$ cat src/pkg/periodic_timer_pkg.sv
// Shared constants for the periodic timer
package periodic_timer_pkg;
  // Register byte addresses
  localparam logic [7:0] OFS_CONTROL_0 = 8'h00;
  localparam logic [7:0] OFS_CONTROL_1 = 8'h04;
  localparam logic [7:0] OFS_COUNT_LOW = 8'h08;
  localparam logic [7:0] OFS_COUNT_HIGH = 8'h0C;
  localparam logic [7:0] OFS_CMP_A_LOW = 8'h10;
  localparam logic [7:0] OFS_CMP_A_HIGH = 8'h14;
  localparam logic [7:0] OFS_PERIOD_LOW = 8'h18;
  localparam logic [7:0] OFS_PERIOD_HIGH = 8'h1C;
  localparam logic [7:0] OFS_FLAGS = 8'h20;
  // Control 0 fields
  localparam int PAUSE_BIT = 7;
  localparam int CLK_SEL_LSB = 4;
  localparam int TIMER_ON_BIT = 3;
  localparam logic [7:0] CONTROL_0_MASK = 8'hF8;
  // Control 1 fields
  localparam int MODE_LSB = 6;
  localparam int PIN_FN_LSB = 4;
  localparam int INIT_LEVEL_BIT = 3;
  localparam int POLARITY_BIT = 2;
  localparam int CAP_SRC_BIT = 1;
  localparam int CLEAR_SEL_BIT = 0;
  // Flags register fields
  localparam int FLAG_A_BIT = 0;
  localparam int FLAG_P_BIT = 1;
  // Reset values
  localparam logic [7:0] CONTROL_RESET = 8'h00;
  localparam logic [9:0] VALUE_RESET = 10'h000;
  // Counter clock select codes
  localparam logic [2:0] CKS_SYS4 = 3'h0;
  localparam logic [2:0] CKS_SYS = 3'h1;
  localparam logic [2:0] CKS_H16 = 3'h2;
  localparam logic [2:0] CKS_H64 = 3'h3;
  localparam logic [2:0] CKS_SUB0 = 3'h4;
  localparam logic [2:0] CKS_SUB1 = 3'h5;
  localparam logic [2:0] CKS_EXT_RISE = 3'h6;
  // Pin function codes, meaning depends on mode
  localparam logic [1:0] PF_0 = 2'h0;
  localparam logic [1:0] PF_1 = 2'h1;
  localparam logic [1:0] PF_2 = 2'h2;
  localparam logic [1:0] PF_3 = 2'h3;
  // Prescaler masks, sub clock divider
  localparam logic [5:0] SYS4_MASK = 6'h03;
  localparam logic [5:0] H16_MASK = 6'h0F;
  localparam logic [5:0] H64_MASK = 6'h3F;
  localparam logic [7:0] SUB_DIV_LAST = 8'hF9;
  typedef enum logic [1:0] {MODE_COMPARE, MODE_CAPTURE, MODE_PWM, MODE_TIMER} mode_e;
endpackage

$ cat src/verilog/periodic_timer.sv
// 10-bit periodic timer with Wishbone registers
// How it works
// - 10-bit up-counter on chosen clock or pin
// - Comparators A and P on all ten bits
// - Counter zeroed on timer-on rise and on clear match
// - Overflow or compare match raises request flag
// - Pause holds counter, resumes from held value
// - Clock select picks divided, sub or pin
// - Timer off stops counter, keeps residual value
// - Timer-on rise forces pin to initial level in compare mode
// - Mode field picks compare, capture, PWM, timer
// - Compare A match: none, low, high, toggle
// - Requested level equal initial shows no change
// - PWM pin: inactive, active, PWM, single pulse
// - Capture edges: rise, fall, both, disabled
// - Initial level bit: start or active level
// - Polarity bit inverts primary output pin
// - Inverted pin always opposite of primary
// - Capture source: capture pin or clock pin
// - Clear on A match, else P or overflow
// - Clear select ignored in PWM and capture
// - Count read-only, compares read/write byte pairs
// - Low bytes pass through shared byte buffer
// - No period flag when clearing on A
// - PWM period from P, duty from A
//
// The Wishbone interface to the registers and the address map are this design's own decisions.
`timescale 1ns/100ps
module periodic_timer
  import periodic_timer_pkg::*;
(
  // Clock and reset
  input wire logic clk,
  input wire logic nrst,
  // Wishbone slave
  input wire logic wb_cyc_i,
  input wire logic wb_stb_i,
  input wire logic wb_we_i,
  input wire logic [7:0] wb_adr_i,
  input wire logic [3:0] wb_sel_i,
  input wire logic [31:0] wb_dat_i,
  output logic [31:0] wb_dat_o,
  output logic wb_ack_o,
  // Timer pins
  input wire logic external_clock_pin,
  input wire logic capture_input_pin,
  output logic timer_output_pin,
  output logic timer_output_inverted_pin,
  // Request flags
  output logic compare_a_match_flag,
  output logic period_match_flag
);
  typedef struct packed {
    logic [7:0] ctrl0;
    logic [7:0] ctrl1;
    logic [9:0] cnt;
    logic [9:0] cmp_a;
    logic [9:0] period;
    logic [7:0] low_buf;
    logic flag_a;
    logic flag_p;
    logic on_prev;
    logic out_state;
    logic pin;
    logic pin_n;
    logic ack;
    logic [7:0] rdata;
  } state_s;
  state_s st;
  state_s next_st;
  logic [1:0] rst_sync;
  logic rst_n;
  logic t_sys4;
  logic t_h16;
  logic t_h64;
  logic t_sub;
  logic ext_rise;
  logic ext_fall;
  logic cap_rise;
  logic cap_fall;

  // Reset released through two flops
  always_ff @(posedge clk or negedge nrst) begin
    if (!nrst) begin
      rst_sync <= 2'h0;
    end else begin
      rst_sync <= {rst_sync[0], 1'b1};
    end
  end
  assign rst_n = rst_sync[1];

  tick_divider u_div (
    .clk(clk),
    .rst_n(rst_n),
    .tick_sys4(t_sys4),
    .tick_h16(t_h16),
    .tick_h64(t_h64),
    .tick_sub(t_sub)
  );

  pin_edge_detect u_ext (
    .clk(clk),
    .rst_n(rst_n),
    .pin(external_clock_pin),
    .rise(ext_rise),
    .fall(ext_fall)
  );

  pin_edge_detect u_cap (
    .clk(clk),
    .rst_n(rst_n),
    .pin(capture_input_pin),
    .rise(cap_rise),
    .fall(cap_fall)
  );

  function automatic logic [7:0] high_byte(input logic [9:0] v);
    return {6'h00, v[9:8]};
  endfunction

  mode_e mode;
  logic [1:0] pin_fn;
  logic init_lvl;
  logic timer_on;
  logic on_rise;
  logic tick;
  logic run;
  logic [9:0] inc;
  logic match_a;
  logic match_p;
  logic clear_on_a;
  logic do_clear;
  logic src_rise;
  logic src_fall;
  logic cap_evt;
  logic single;
  logic raw;
  logic req;
  logic wr;

  always_comb begin
    next_st = st;
    mode = mode_e'(st.ctrl1[MODE_LSB +: 2]);
    pin_fn = st.ctrl1[PIN_FN_LSB +: 2];
    init_lvl = st.ctrl1[INIT_LEVEL_BIT];
    timer_on = st.ctrl0[TIMER_ON_BIT];
    on_rise = timer_on & ~st.on_prev;
    next_st.on_prev = timer_on;
    case (st.ctrl0[CLK_SEL_LSB +: 3])
      CKS_SYS4: tick = t_sys4;
      CKS_SYS: tick = 1'b1;
      CKS_H16: tick = t_h16;
      CKS_H64: tick = t_h64;
      CKS_SUB0: tick = t_sub;
      CKS_SUB1: tick = t_sub;
      CKS_EXT_RISE: tick = ext_rise;
      default: tick = ext_fall;
    endcase
    // Paused or off: no advance, value retained
    run = tick & timer_on & ~st.ctrl0[PAUSE_BIT] & ~on_rise;
    inc = st.cnt + 10'h001;
    // A value of zero never matches A, so the counter overflows
    match_a = (inc == st.cmp_a) && (st.cmp_a != VALUE_RESET);
    // Period zero matches at the wrap to zero, i.e. overflow
    match_p = (inc == st.period);
    clear_on_a = st.ctrl1[CLEAR_SEL_BIT] &&
                 (mode == MODE_COMPARE || mode == MODE_TIMER);
    do_clear = clear_on_a ? match_a : match_p;
    single = (mode == MODE_PWM) && (pin_fn == PF_3);
    src_rise = st.ctrl1[CAP_SRC_BIT] ? ext_rise : cap_rise;
    src_fall = st.ctrl1[CAP_SRC_BIT] ? ext_fall : cap_fall;
    case (pin_fn)
      PF_0: cap_evt = src_rise;
      PF_1: cap_evt = src_fall;
      PF_2: cap_evt = src_rise | src_fall;
      default: cap_evt = 1'b0;
    endcase
    cap_evt = cap_evt & timer_on & (mode == MODE_CAPTURE);

    // Counter and output state
    if (on_rise) begin
      next_st.cnt = VALUE_RESET;
      next_st.out_state = init_lvl;
    end else if (run) begin
      next_st.cnt = do_clear ? VALUE_RESET : inc;
      if (match_a && mode == MODE_COMPARE) begin
        case (pin_fn)
          PF_1: next_st.out_state = 1'b0;
          PF_2: next_st.out_state = 1'b1;
          PF_3: next_st.out_state = ~st.out_state;
          default: next_st.out_state = st.out_state;
        endcase
      end
    end
    if (cap_evt) begin
      next_st.cmp_a = st.cnt;
    end

    // Output pin; held in timer/counter and capture modes
    case (mode)
      MODE_COMPARE: raw = st.out_state;
      MODE_PWM: begin
        case (pin_fn)
          PF_0: raw = ~init_lvl;
          PF_1: raw = init_lvl;
          PF_2: raw = (st.cnt < st.cmp_a) ? init_lvl : ~init_lvl;
          default: raw = timer_on ? init_lvl : ~init_lvl;
        endcase
      end
      default: raw = st.pin ^ st.ctrl1[POLARITY_BIT];
    endcase
    next_st.pin = raw ^ st.ctrl1[POLARITY_BIT];
    next_st.pin_n = ~next_st.pin;

    // Register bus, answered one edge after the request
    req = wb_cyc_i & wb_stb_i & ~st.ack;
    wr = req & wb_we_i & wb_sel_i[0];
    next_st.ack = req;
    if (req) begin
      next_st.rdata = 8'h00;
    end
    if (req && wb_adr_i == OFS_CONTROL_0) begin
      next_st.rdata = st.ctrl0;
      if (wr) begin
        next_st.ctrl0 = wb_dat_i[7:0] & CONTROL_0_MASK;
      end
    end else if (req && wb_adr_i == OFS_CONTROL_1) begin
      next_st.rdata = st.ctrl1;
      if (wr) begin
        next_st.ctrl1 = wb_dat_i[7:0];
      end
    end else if (req && wb_adr_i == OFS_COUNT_LOW) begin
      next_st.rdata = st.low_buf;
    end else if (req && wb_adr_i == OFS_COUNT_HIGH) begin
      next_st.rdata = high_byte(st.cnt);
      if (!wb_we_i) begin
        next_st.low_buf = st.cnt[7:0];
      end
    end else if (req && (wb_adr_i == OFS_CMP_A_LOW || wb_adr_i == OFS_PERIOD_LOW)) begin
      next_st.rdata = st.low_buf;
      if (wr) begin
        next_st.low_buf = wb_dat_i[7:0];
      end
    end else if (req && wb_adr_i == OFS_CMP_A_HIGH) begin
      next_st.rdata = high_byte(st.cmp_a);
      if (wr) begin
        next_st.cmp_a = {wb_dat_i[1:0], st.low_buf};
      end else if (!wb_we_i) begin
        next_st.low_buf = st.cmp_a[7:0];
      end
    end else if (req && wb_adr_i == OFS_PERIOD_HIGH) begin
      next_st.rdata = high_byte(st.period);
      if (wr) begin
        next_st.period = {wb_dat_i[1:0], st.low_buf};
      end else if (!wb_we_i) begin
        next_st.low_buf = st.period[7:0];
      end
    end else if (req && wb_adr_i == OFS_FLAGS) begin
      next_st.rdata = {6'h00, st.flag_p, st.flag_a};
      if (wr && wb_dat_i[FLAG_A_BIT]) begin
        next_st.flag_a = 1'b0;
      end
      if (wr && wb_dat_i[FLAG_P_BIT]) begin
        next_st.flag_p = 1'b0;
      end
    end

    // Hardware events after the bus so a set beats a clear
    if ((run && match_a && mode != MODE_CAPTURE) || cap_evt) begin
      next_st.flag_a = 1'b1;
    end
    if (run && match_p && !clear_on_a) begin
      next_st.flag_p = 1'b1;
    end
    // Single pulse: pin edge starts, A match ends the pulse
    if (single && ext_rise && !timer_on) begin
      next_st.ctrl0[TIMER_ON_BIT] = 1'b1;
    end else if (single && run && match_a) begin
      next_st.ctrl0[TIMER_ON_BIT] = 1'b0;
    end
  end

  always_ff @(posedge clk or negedge rst_n) begin
    if (!rst_n) begin
      st <= '0;
      st.ctrl0 <= CONTROL_RESET;
      st.ctrl1 <= CONTROL_RESET;
      st.pin_n <= 1'b1;
    end else begin
      st <= next_st;
    end
  end

  assign wb_dat_o = {24'h000000, st.rdata};
  assign wb_ack_o = st.ack;
  assign timer_output_pin = st.pin;
  assign timer_output_inverted_pin = st.pin_n;
  assign compare_a_match_flag = st.flag_a;
  assign period_match_flag = st.flag_p;
endmodule

$ cat src/verilog/pin_edge_detect.sv
// Two-flop pin synchroniser with edge pulses
`timescale 1ns/100ps
module pin_edge_detect
  import periodic_timer_pkg::*;
(
  // Clock and reset
  input wire logic clk,
  input wire logic rst_n,
  // Pin and edges
  input wire logic pin,
  output logic rise,
  output logic fall
);
  typedef struct packed {
    logic meta;
    logic sync;
    logic last;
  } state_s;
  state_s st;
  state_s next_st;

  always_comb begin
    next_st = st;
    next_st.meta = pin;
    next_st.sync = st.meta;
    next_st.last = st.sync;
  end

  always_ff @(posedge clk or negedge rst_n) begin
    if (!rst_n) begin
      st <= '0;
    end else begin
      st <= next_st;
    end
  end

  // Edges only from the second flop, meta is never decoded
  assign rise = st.sync & ~st.last;
  assign fall = ~st.sync & st.last;
endmodule

$ cat src/verilog/tick_divider.sv
// Counter clock enables derived from the system clock
`timescale 1ns/100ps
module tick_divider
  import periodic_timer_pkg::*;
(
  // Clock and reset
  input wire logic clk,
  input wire logic rst_n,
  // One-cycle enables
  output logic tick_sys4,
  output logic tick_h16,
  output logic tick_h64,
  output logic tick_sub
);
  typedef struct packed {
    logic [5:0] div;
    logic [7:0] sub;
    logic t4;
    logic t16;
    logic t64;
    logic tsub;
  } state_s;
  state_s st;
  state_s next_st;

  function automatic logic at_mask(input logic [5:0] v, input logic [5:0] m);
    return (v & m) == m;
  endfunction

  // High clock taken as the system clock; sub clock is a slow divide
  always_comb begin
    next_st = st;
    next_st.div = st.div + 6'h01;
    next_st.t4 = at_mask(st.div, SYS4_MASK);
    next_st.t16 = at_mask(st.div, H16_MASK);
    next_st.t64 = at_mask(st.div, H64_MASK);
    next_st.tsub = (st.sub == SUB_DIV_LAST);
    next_st.sub = next_st.tsub ? 8'h00 : st.sub + 8'h01;
  end

  always_ff @(posedge clk or negedge rst_n) begin
    if (!rst_n) begin
      st <= '0;
    end else begin
      st <= next_st;
    end
  end

  assign tick_sys4 = st.t4;
  assign tick_h16 = st.t16;
  assign tick_h64 = st.t64;
  assign tick_sub = st.tsub;
endmodule
$ cat config.mk
export PLATFORM = sky130hd
export DESIGN_NAME = periodic_timer
export DESIGN_NICKNAME = d
export VERILOG_FILES = /design/src/pkg/periodic_timer_pkg.sv /design/src/verilog/periodic_timer.sv /design/src/verilog/pin_edge_detect.sv /design/src/verilog/tick_divider.sv
export SDC_FILE = /design/constraint.sdc
export NUM_CORES = 1
export LEC_CHECK = 0
export BUFFER_PORTS_ARGS = -buffer_cell sky130_fd_sc_hd__clkbuf_2
export CORE_MARGIN = 10
export CORE_UTILIZATION = 62
export CTS_CLUSTER_DIAMETER = 200
export DETAILED_ROUTE_END_ITERATION = 8
export MAX_ROUTING_LAYER = met4
export PLACE_DENSITY = 0.86
export SKIP_CTS_REPAIR_TIMING = 1
export SLEW_MARGIN = 10
export SYNTH_ARGS = -nofsm -noshare
export SYNTH_HDL_FRONTEND = slang
export SYNTH_SLANG_ARGS = --single-unit
$ cat constraint.sdc
create_clock -name clk -period 5.2 [get_ports clk]
set_clock_uncertainty 0.15 [all_clocks]
set_input_delay 0 -clock clk [delete_from_list [all_inputs] [get_ports clk]]
set_output_delay 0 -clock clk [all_outputs]
set_load 0.01 [all_outputs]
==> results of run 1 <==
## cells by family after synthesis
kind of cell / Yosys count / synth area share (%)
fa+ha+maj: 21 / 4.59
simple gates: 192 / 17.4
mux: 44 / 8.50
buf+inv: 91 / 8.71
other cells: 2 / 0.131
xor+xnor: 26 / 4.21
compound gates: 132 / 16.2
flops: 92 / 40.2
## per-stage QoR
step                instance area [um2]  hold slack (ns)  cells
global placement                   5750           -0.365    707
floorplan                          5820           -0.446    623
CTS                                5950           -0.756    723
finish                             6080          -0.0499    736
detailed placement                 5750           -0.363    707
global route                       6080           0.0148    736
## Yosys cell counts, types with 9 or more instances
library cell  instances  area, um2
dfrtp_1              91       2280
nand2_1              64        240
buf_4                32        240
o21ai_0              31        155
nor2_1               30        113
inv_1                27        101
mux2_2               27        304
nand3_1              22        110
a21oi_1              21        105
clkbuf_1             21       78.8
ha_1                 21        263
mux2i_1              16        160
xnor2_1              13        114
xor2_1               12        105
a222oi_1             11        110
nand2b_1             11       68.8
nor2b_1              11       68.8
a31oi_1              10       62.6
nand4_1               9       56.3
o21ai_1               9       45.0
## sequential cells by signal (all words and copies together), names as in the netlist
signal,flops
u_cap.next_st,2
rst_sync,2
wb_ack_o,1
u_cap.st,1
next_st,1
timer_output_pin,1
compare_a_match_flag,1
st,47
u_div.tick_sub,1
pin_fn,2
u_div.tick_h64,1
u_ext.st,1
u_ext.next_st,2
u_div.st,14
mode,2
u_div.tick_h16,1
init_lvl,1
period_match_flag,1
timer_output_inverted_pin,1
wb_dat_o,8
u_div.tick_sys4,1
## metal layers
layer	global-route usage (%)	vias up
li1	-	2144
met1	27.6	2297
met2	35.0	293
met3	3.54	46
met4	6.42	0
met5	-	-
## cell type report
class                           count  area share, %
Clock buffer                       10           2.10
Inverter                           27           1.67
Clock inverter                      6           1.17
Sequential cell                    92           37.9
Timing Repair Buffer               50           5.22
Multi-Input combinational cell    440           49.6
Tap cell                          111           2.28
## power breakdown
part	leakage, nW	total [W]	internal, W	switching [W]
logic	1.61	0.000335	0.000145	0.000190
registers	1.15	0.000801	0.000733	0.0000677
clock network	0.0992	0.000499	0.000229	0.000270
total	2.86	0.00163	0.00111	0.000528
## placed cells by master, fill, tap and decap left out, types with 5 or more instances in the layout
master / count
nand3b_1: 5
clkbuf_8: 9
nand2b_1: 11
dfrtp_1: 90
a222oi_1: 11
o21ai_1: 9
clkbuf_2: 36
nand3_1: 22
a221o_1: 5
mux2i_1: 16
dlygate4sd3_1: 13
nand4_1: 9
o21ai_0: 31
xor2_1: 12
inv_1: 27
nor2_1: 30
nor3_1: 5
xnor2_1: 13
ha_1: 21
a31oi_1: 10
a21oi_1: 21
nand2_1: 64
nor2b_1: 11
a21boi_0: 8
mux2_2: 27
and3_1: 8
conb_1: 25
## critical path, cell delays in order, from the launching register on
cell and delay (ns):
dfrtp_1 0.39, nand3b_1 0.53, nor3_2 0.78, nand3_1 0.24, nor2_1 0.53, nand2_1 0.45, mux2_2 0.41
## worst paths after layout
| check | to | startpoint | cells past startpoint | slack, ns |
|---|---|---|---|---|
| max | st[28] | wb_ack_o | 6 | 1.62 |
| max reg2reg | st[28] | wb_ack_o | 6 | 1.62 |
| min reg2reg | rst_sync[1] | rst_sync[0] | 0 | 0.21 |
| min in group asynchronous | rst_sync[1] | nrst | 3 | 0.32 |
| max in group asynchronous | wb_ack_o | rst_sync[1] | 0 | 3.78 |
| min | wb_dat_o[7] | wb_adr_i[2] | 3 | -0.05 |
==> impl_metrics.toml, run 1 <==
[routing]
dr_wl_met3_um = 1150
drcViolationCount = 0
met1_length_um = 5970
initialDrtViolationCount = 550
dr.pass1.iters = 6
detail-route-antenna-nets = 0
vias_per_cell = 6.49
wl_met2_um = 6950
drt_wl_total_um = 14500
topRoutingLayerUsed = "met4"
wl_per_cell_um = 19.7
via_count = 4780

[sta]
setup_viol = 0
tns_ns = 0
rsz0062_at_grt = "no"
hold_violations = 2
min_period_ns = 3.58
fmax_ghz = 0.279
final_max_slew_viol_count = 0
finalCritPeriodShare_pct = 68.9
worst_slack_ns = 1.62
hold_ws_ns = -0.0499
slew_headroom_pct = 25.5
worst_pin_slew_ns = 1.12

[logic_synthesis]
seq_area_frac_synth_pct = 40.2
synth-edff-count = 0
synth_async_sr_flop_share_pct = 100
syn-instance-count = 600
syn_area_per_cell_um2 = 9.55
synth.distinct_cells = 70
ys_ff_latch = 92
synth_area_um2 = 5730
dominantRegCellSynth = "dfrtp_1"
ys_warn_count = 0

[final_layout]
area_growth_pct = 6.18
layout.nets = 692
fin_util_pct = 66.8
regArea_um2 = 2310
diodes = 0
multi_input_area_um2 = 3020
nFillCells = 685
layout-drive-gt1-share_pct = 14.9

[critical_path]
worst_ep_arrival_time_ns = 3.69
cp_data_required_time_ns = 5.30
crit_path_end_kind = "register"
crit_fanout = 15
cp-start-kind = "register"
critPathKind = "reg -> reg"

[clock_tree]
worstSkewPairLatency_ns = 0.37
numCtsBuffers = 9
clockRootBuffer = "clkbuf_8"
cts_tree = "built"
htree_num_levels = 3
clk_path_buf_depth = 2
cts.sinks = 92
cts.clk_slew.worst_paths_ns = 0.10

[floorplan]
dieArea_um2 = 13500
rows = 35
die_h_um = 116
coreArea_um2 = 9110
pin_count = 88
die_w_um = 116
start_util_pct = 62.9

[grt]
antenna_found_initial = 0
grt_use_total_pct = 21.7
grt_pass1_vias = 4467
overflow = 0
grt_max_degree = 91
grt_pass1_wl_um = 22600

[job]
drv_cap = 0

[worst_hold_path]
min_path_type = "in -> reg"

[pwr]
vdd_drop_max_mv = 0.228
p_leak_nw = 2.86
total_power_w = 0.00163
powerDensity_nw_per_um2 = 269

[status]
status = "finished with violations"
violations = "hold timing"

[placed_design]
io_buffer_count = 36
hpwl_um = 10200
gp_congestion = 0.926
place_ws_ns = 1.75
No activity file was read; power rests on OpenSTA's default activity.
==> run 2, diff against run 1 <==
--- a/config.mk
+++ b/config.mk
@@ -7,11 +7,11 @@
 export LEC_CHECK = 0
 export BUFFER_PORTS_ARGS = -buffer_cell sky130_fd_sc_hd__clkbuf_2
 export CORE_MARGIN = 10
-export CORE_UTILIZATION = 62
+export CORE_UTILIZATION = 58
 export CTS_CLUSTER_DIAMETER = 200
 export DETAILED_ROUTE_END_ITERATION = 8
 export MAX_ROUTING_LAYER = met4
-export PLACE_DENSITY = 0.86
+export PLACE_DENSITY = 0.81
 export SKIP_CTS_REPAIR_TIMING = 1
 export SLEW_MARGIN = 10
 export SYNTH_ARGS = -nofsm -noshare
==> constraint.sdc (replaced) <==
create_clock -name clk -period 3.4 [get_ports clk]
set_clock_uncertainty 0.15 [all_clocks]
set_input_delay 0 -clock clk [delete_from_list [all_inputs] [get_ports clk]]
set_output_delay 0 -clock clk [all_outputs]
set_load 0.01 [all_outputs]
==> run 2 against run 1 <==
Against the previous run:
- the flow still finishes with violations (hold timing)
- sequential cell count unchanged
- maximum frequency increased by 15%
- die area increased by 5.7%
- count of clock-buffer cells in the layout unchanged
- clock power increased by 56%
- via count decreased by 1.3%
==> impl_metrics.toml, run 2 (synthesis gave the netlist of run 1 again) <==
[sta]
rsz0062_at_grt = "no"
worst_pin_slew_ns = 0.850
final_max_slew_viol_count = 0
hold_ws_ns = -0.0415
min_period_ns = 3.12
slew_headroom_pct = 43.1
hold_violations = 3
setup_viol = 0
tns_ns = 0
fmax_ghz = 0.321
finalCritPeriodShare_pct = 91.6

[grt]
overflow = 0
antenna_found_initial = 0
grt_max_degree = 49
grt_use_total_pct = 20.3
grt_pass1_wl_um = 23000
grt_pass1_vias = 4604

[placed_design]
gp_congestion = 0.924
hpwl_um = 10500
io_buffer_count = 36
dp_cells = 741

[final_layout]
diodes = 0
final_cells = 775
nFillCells = 771
final_common_cell = "dfrtp_1"
largest-register = "st"
layout-drive-gt1-share_pct = 16.5
largest_reg_flops = 47
layout.nets = 709
area_growth_pct = 9.24
final_cell_mix = "90 x dfrtp_1, 64 x nand2_1, 36 x clkbuf_2"

[critical_path]
crit_fanout = 15
cp_common_cell = "dlygate4sd3_1"
worst_ep_arrival_time_ns = 3.28
crit_family = "buffers and inverters"
crit_path_top_delay_cell = "dlygate4sd3_1"
cp-start-kind = "register"
cp_data_required_time_ns = 3.56
critPathKind = "reg -> reg"
slowest_delay_ns = 0.59
worstPathCellList = "nand3b_1 > buf_4 > nor3_2 > nand3_1 > nor4_2 > nand2_1 > dlygate4sd3_1 > o21ai_0 > dlygate4sd3_1"
crit_path_end_kind = "register"
crit_buf_inv = 3

[routing]
detail-route-antenna-nets = 0
wl_per_cell_um = 18.5
dr.pass1.iters = 5
via_count = 4718
vias_per_cell = 6.09
drcViolationCount = 0
initialDrtViolationCount = 405
drt_wl_total_um = 14300

[job]
drv_cap = 0

[pwr]
switchingPower_w = 0.000799
intPower_w = 0.00174
p_sw_share_pct = 31.5
powerDensity_nw_per_um2 = 405
seq_power_share_pct = 47.3
combPwrFrac_pct = 21.9
p_leak_nw = 2.93
power_frac_clock_pct = 30.8
vdd_drop_max_mv = 0.211

[floorplan]
pin_count = 88
coreArea_um2 = 9680
die_w_um = 119
rows = 36
dieArea_um2 = 14300
start_util_pct = 59.2
die_h_um = 119

[status]
status = "finished with violations"
violations = "hold timing"

[clock_tree]
clk_path_buf_depth = 2
cts.sinks = 92
worstSkewPairLatency_ns = 0.38
numCtsBuffers = 9
cts.clk_slew.worst_paths_ns = 0.09
clockRootBuffer = "clkbuf_8"
cts_tree = "built"
htree_num_levels = 3

[worst_hold_path]
min_path_type = "in -> reg"
## run 2: cell types whose count changed in the layout (fill, tap and decap cells not counted)
cell           change
dlygate4sd3_1      +5
clkinv_4           +1
clkinvlp_4         -1
clkbuf_1           -1
buf_4             +12
clkbuf_8           +1
clkinv_2           +1
inv_6              -1
## run 2: area by class of cell
type	count	area, um2	area share, %
sequential	92	2310	36.9
inverter	27	101	1.62
clock buffer	10	138	2.20
clock inverter	6	68.8	1.10
timing repair buffer	67	458	7.32
tap	133	166	2.66
multi-input combinational	440	3020	48.2
## run 2: metrics by stage
stage | utilization, % | worst slack (ns) | cell area, um2 | hold WS, ns | power (W)
after floorplan | - | 0.499 | 5820 | -0.446 | 0.00166
after global placement | 60.6 | 0.454 | 5870 | -0.363 | 0.00173
after detailed placement | 60.6 | 0.413 | 5870 | -0.361 | 0.00174
after CTS | 62.8 | 0.390 | 6080 | -0.771 | 0.00251
after global routing | 64.6 | 0.0753 | 6260 | 0.0163 | 0.00265
final | 64.6 | 0.284 | 6260 | -0.0415 | 0.00253
## run 2: per-layer routing
layer,GRT usage [%],routed length [um],vias to the layer above
met5,-,0,-
met3,2.93,1030,26
met1,26.1,6250,2297
met2,30.9,6680,216
met4,9.65,354,0
li1,-,-,2179
## run 2: worst reg2reg max path, delay by kind of cell, from the launching register on
kind	cells	cell delay, ns
buffers and inverters	3	1.34
and+or+nand+nor	5	1.08
AOI/OAI and AO/OA	1	0.09
DFF	1	0.38
## run 2: path summary, 6_finish.rpt
kind | end | cells past startpoint | startpoint | slack [ns]
max in group asynchronous | st[28] | 1 | rst_sync[1] | 2.13
worst max-delay path | st[41] | 9 | wb_ack_o | 0.28
worst max register to register | st[41] | 9 | wb_ack_o | 0.28
worst min-delay path | wb_dat_o[7] | 3 | wb_adr_i[2] | -0.04
worst min register to register | wb_dat_o[4] | 0 | rst_sync[1] | 0.20
min in group asynchronous | wb_dat_o[4] | 0 | rst_sync[1] | 0.20
## run 2: power by group through the flow
stage | clock network [W] | logic, W | registers [W]
finish | 0.000779 | 0.000556 | 0.00120
global route | 0.000836 | 0.000607 | 0.00121
CTS | 0.000785 | 0.000529 | 0.00120
detailed placement | 0 | 0.000527 | 0.00122
global placement | 0 | 0.000516 | 0.00121
floorplan | 0 | 0.000475 | 0.00118
==> run 3, diff against run 2 <==
--- a/config.mk
+++ b/config.mk
@@ -6,12 +6,14 @@
 export NUM_CORES = 1
 export LEC_CHECK = 0
 export BUFFER_PORTS_ARGS = -buffer_cell sky130_fd_sc_hd__clkbuf_2
+export CELL_PAD_IN_SITES_DETAIL_PLACEMENT = 1
+export CELL_PAD_IN_SITES_GLOBAL_PLACEMENT = 1
 export CORE_MARGIN = 10
-export CORE_UTILIZATION = 58
+export CORE_UTILIZATION = 44
 export CTS_CLUSTER_DIAMETER = 200
 export DETAILED_ROUTE_END_ITERATION = 8
 export MAX_ROUTING_LAYER = met4
-export PLACE_DENSITY = 0.81
+export PLACE_DENSITY_LB_ADDON = 0.1
 export SKIP_CTS_REPAIR_TIMING = 1
 export SLEW_MARGIN = 10
 export SYNTH_ARGS = -nofsm -noshare
==> constraint.sdc (replaced) <==
create_clock -name clk -period 3.4 [get_ports clk]
set_clock_uncertainty 0.15 [all_clocks]
set_input_delay 0.34 -clock clk [delete_from_list [all_inputs] [get_ports clk]]
set_output_delay 0.34 -clock clk [all_outputs]
set_load 0.01 [all_outputs]
==> run 3 against run 2 <==
Against the previous run:
- die area is 26% higher
- the flow now finishes without violations
- sequential power about the same
- clock power up 31%
- utilization fell by 15 points
- critical endpoint is now st[43]
- critical path depth is 1 lower
==> impl_metrics.toml, run 3 (synthesis gave the netlist of run 1 again) <==
[status]
status = "complete, no violations"

[final_layout]
final_cell_mix = "90 x dfrtp_1, 64 x nand2_1, 36 x clkbuf_2"
largest-register = "st"
final_common_cell = "dfrtp_1"
fin_util_pct = 49.8
layout-drive-gt1-share_pct = 17.8
largest_reg_flops = 47
area_growth_pct = 10.1
final_cells = 806
layout.nets = 701
nFillCells = 1458
diodes = 0

[grt]
overflow = 0
grt_pass1_wl_um = 27000
antenna_found_initial = 0
grt_pass1_vias = 4940
grt_use_total_pct = 19.3
grt_max_degree = 47

[job]
drv_cap = 0

[worst_hold_path]
hold-path-endpoint = "st[55]"
worstHoldStart = "wb_dat_i[2]"
min_path_type = "in -> reg"
hold_depth = 2

[critical_path]
crit_family = "compound AO/OA/AOI/OAI gates"
cp_data_required_time_ns = 3.49
crit_path_end_kind = "register"
cp_common_cell = "mux2_2"
worst_ep_arrival_time_ns = 3.18
r2r_end = "st[43]"
r2r_cells = 8
cp-start-kind = "register"
crit_start = "st[43]"
worstPathCellList = "ha_1 > nand3_1 > mux2_2 > a311o_1 > a2111oi_4 > a31oi_4 > and2_4 > mux2_2"
crit_buf_inv = 0
critPathKind = "reg -> reg"
crit_fanout = 16
crit_path_top_delay_cell = "dfrtp_1"
slowest_delay_ns = 0.53
regToRegSetupSlack_ns = 0.31
reg2reg_from = "st[43]"

[clock_tree]
clk_path_buf_depth = 2
cts.clk_slew.worst_paths_ns = 0.07
htree_num_levels = 3
cts_tree = "built"
worstSkewPairLatency_ns = 0.35
numCtsBuffers = 9
clockRootBuffer = "clkbuf_16"
cts.sinks = 92

[sta]
fmax_ghz = 0.324
worst_pin_slew_ns = 0.746
final_max_slew_viol_count = 0
slew_headroom_pct = 49.9
rsz0062_at_grt = "no"
min_period_ns = 3.09
tns_ns = 0
finalCritPeriodShare_pct = 90.8
hold_violations = 0
setup_viol = 0
worst_slack_ns = 0.313

[floorplan]
rows = 41
die_h_um = 134
coreArea_um2 = 12700
pin_count = 88
dieArea_um2 = 18000
start_util_pct = 45.2
die_w_um = 134

[routing]
via_count = 4661
detail-route-antenna-nets = 0
wl_per_cell_um = 20.6
initialDrtViolationCount = 381
vias_per_cell = 5.78
drt_wl_total_um = 16600
dr.pass1.iters = 7
drcViolationCount = 0

[placed_design]
hpwl_um = 12400
io_buffer_count = 36
dp_cells = 787
place_ws_ns = 0.314
gp_congestion = 0.885

[pwr]
total_power_w = 0.00280
powerDensity_nw_per_um2 = 443
vdd_drop_max_mv = 0.308
p_leak_nw = 2.96
-- run 3: changes by cell type in the layout (fill, tap and decap cells not counted) --
cell           delta
buf_4             +7
bufinv_16         -1
clkbuf_16         +9
clkbuf_8         -10
clkinv_2          -2
clkinv_8          +2
clkinvlp_4        +1
dlygate4sd3_1    -15
inv_8             +1
-- run 3: worst max path at each step --
| stage | endpoint | slack (ns) | cells after the start |
|---|---|---|---|
| final | st[43] | 0.31 | 8 |
| after global routing | st[50] | 0.13 | 9 |
| after CTS | st[43] | 0.31 | 8 |
| after detailed placement | st[43] | 0.31 | 8 |
| after global placement | st[43] | 0.39 | 8 |
| after floorplan | compare_a_match_flag | 0.50 | 0 |
-- run 3: metrics by stage --
stage	area [um2]	hold slack, ns
2_1_floorplan	5820	-0.106
6_report	6310	0.137
3_5_place_dp	5970	-0.0198
4_1_cts	6280	-0.404
5_1_grt	6310	0.147
3_3_place_gp	5970	-0.0240
-- run 3: layer usage --
metal,global-route usage (%),up-vias,share of wire (%)
li1,-,2163,-
met1,24.9,2350,47
met2,30.2,125,47
met3,2.95,23,4.6
met4,6.77,0,2.4
met5,-,-,0
-- run 3: report_power, final --
part / total (W) / leakage, nW / internal [W] / switching, W
combinational: 0.000589 / 1.66 / 0.000249 / 0.000339
clock: 0.00102 / 0.146 / 0.000523 / 0.000499
sequential: 0.00118 / 1.15 / 0.00112 / 0.0000628
-- run 3: final cells by class --
class,count,area (um2),area share (%)
clock buffer,9,225,3.57
clock inverter,7,80.1,1.27
inverter,27,101,1.61
multi-input combinational,440,3020,47.9
sequential,92,2310,36.6
tap,172,215,3.41
timing repair buffer,59,360,5.71
-- run 3: worst reg2reg max path: stages, from the launching register on --
cell and delay (ns):
dfrtp_1 0.53, ha_1 0.34, nand3_1 0.18, mux2_2 0.31, a311o_1 0.36, a2111oi_4 0.36
a31oi_4 0.27, and2_4 0.23, mux2_2 0.25
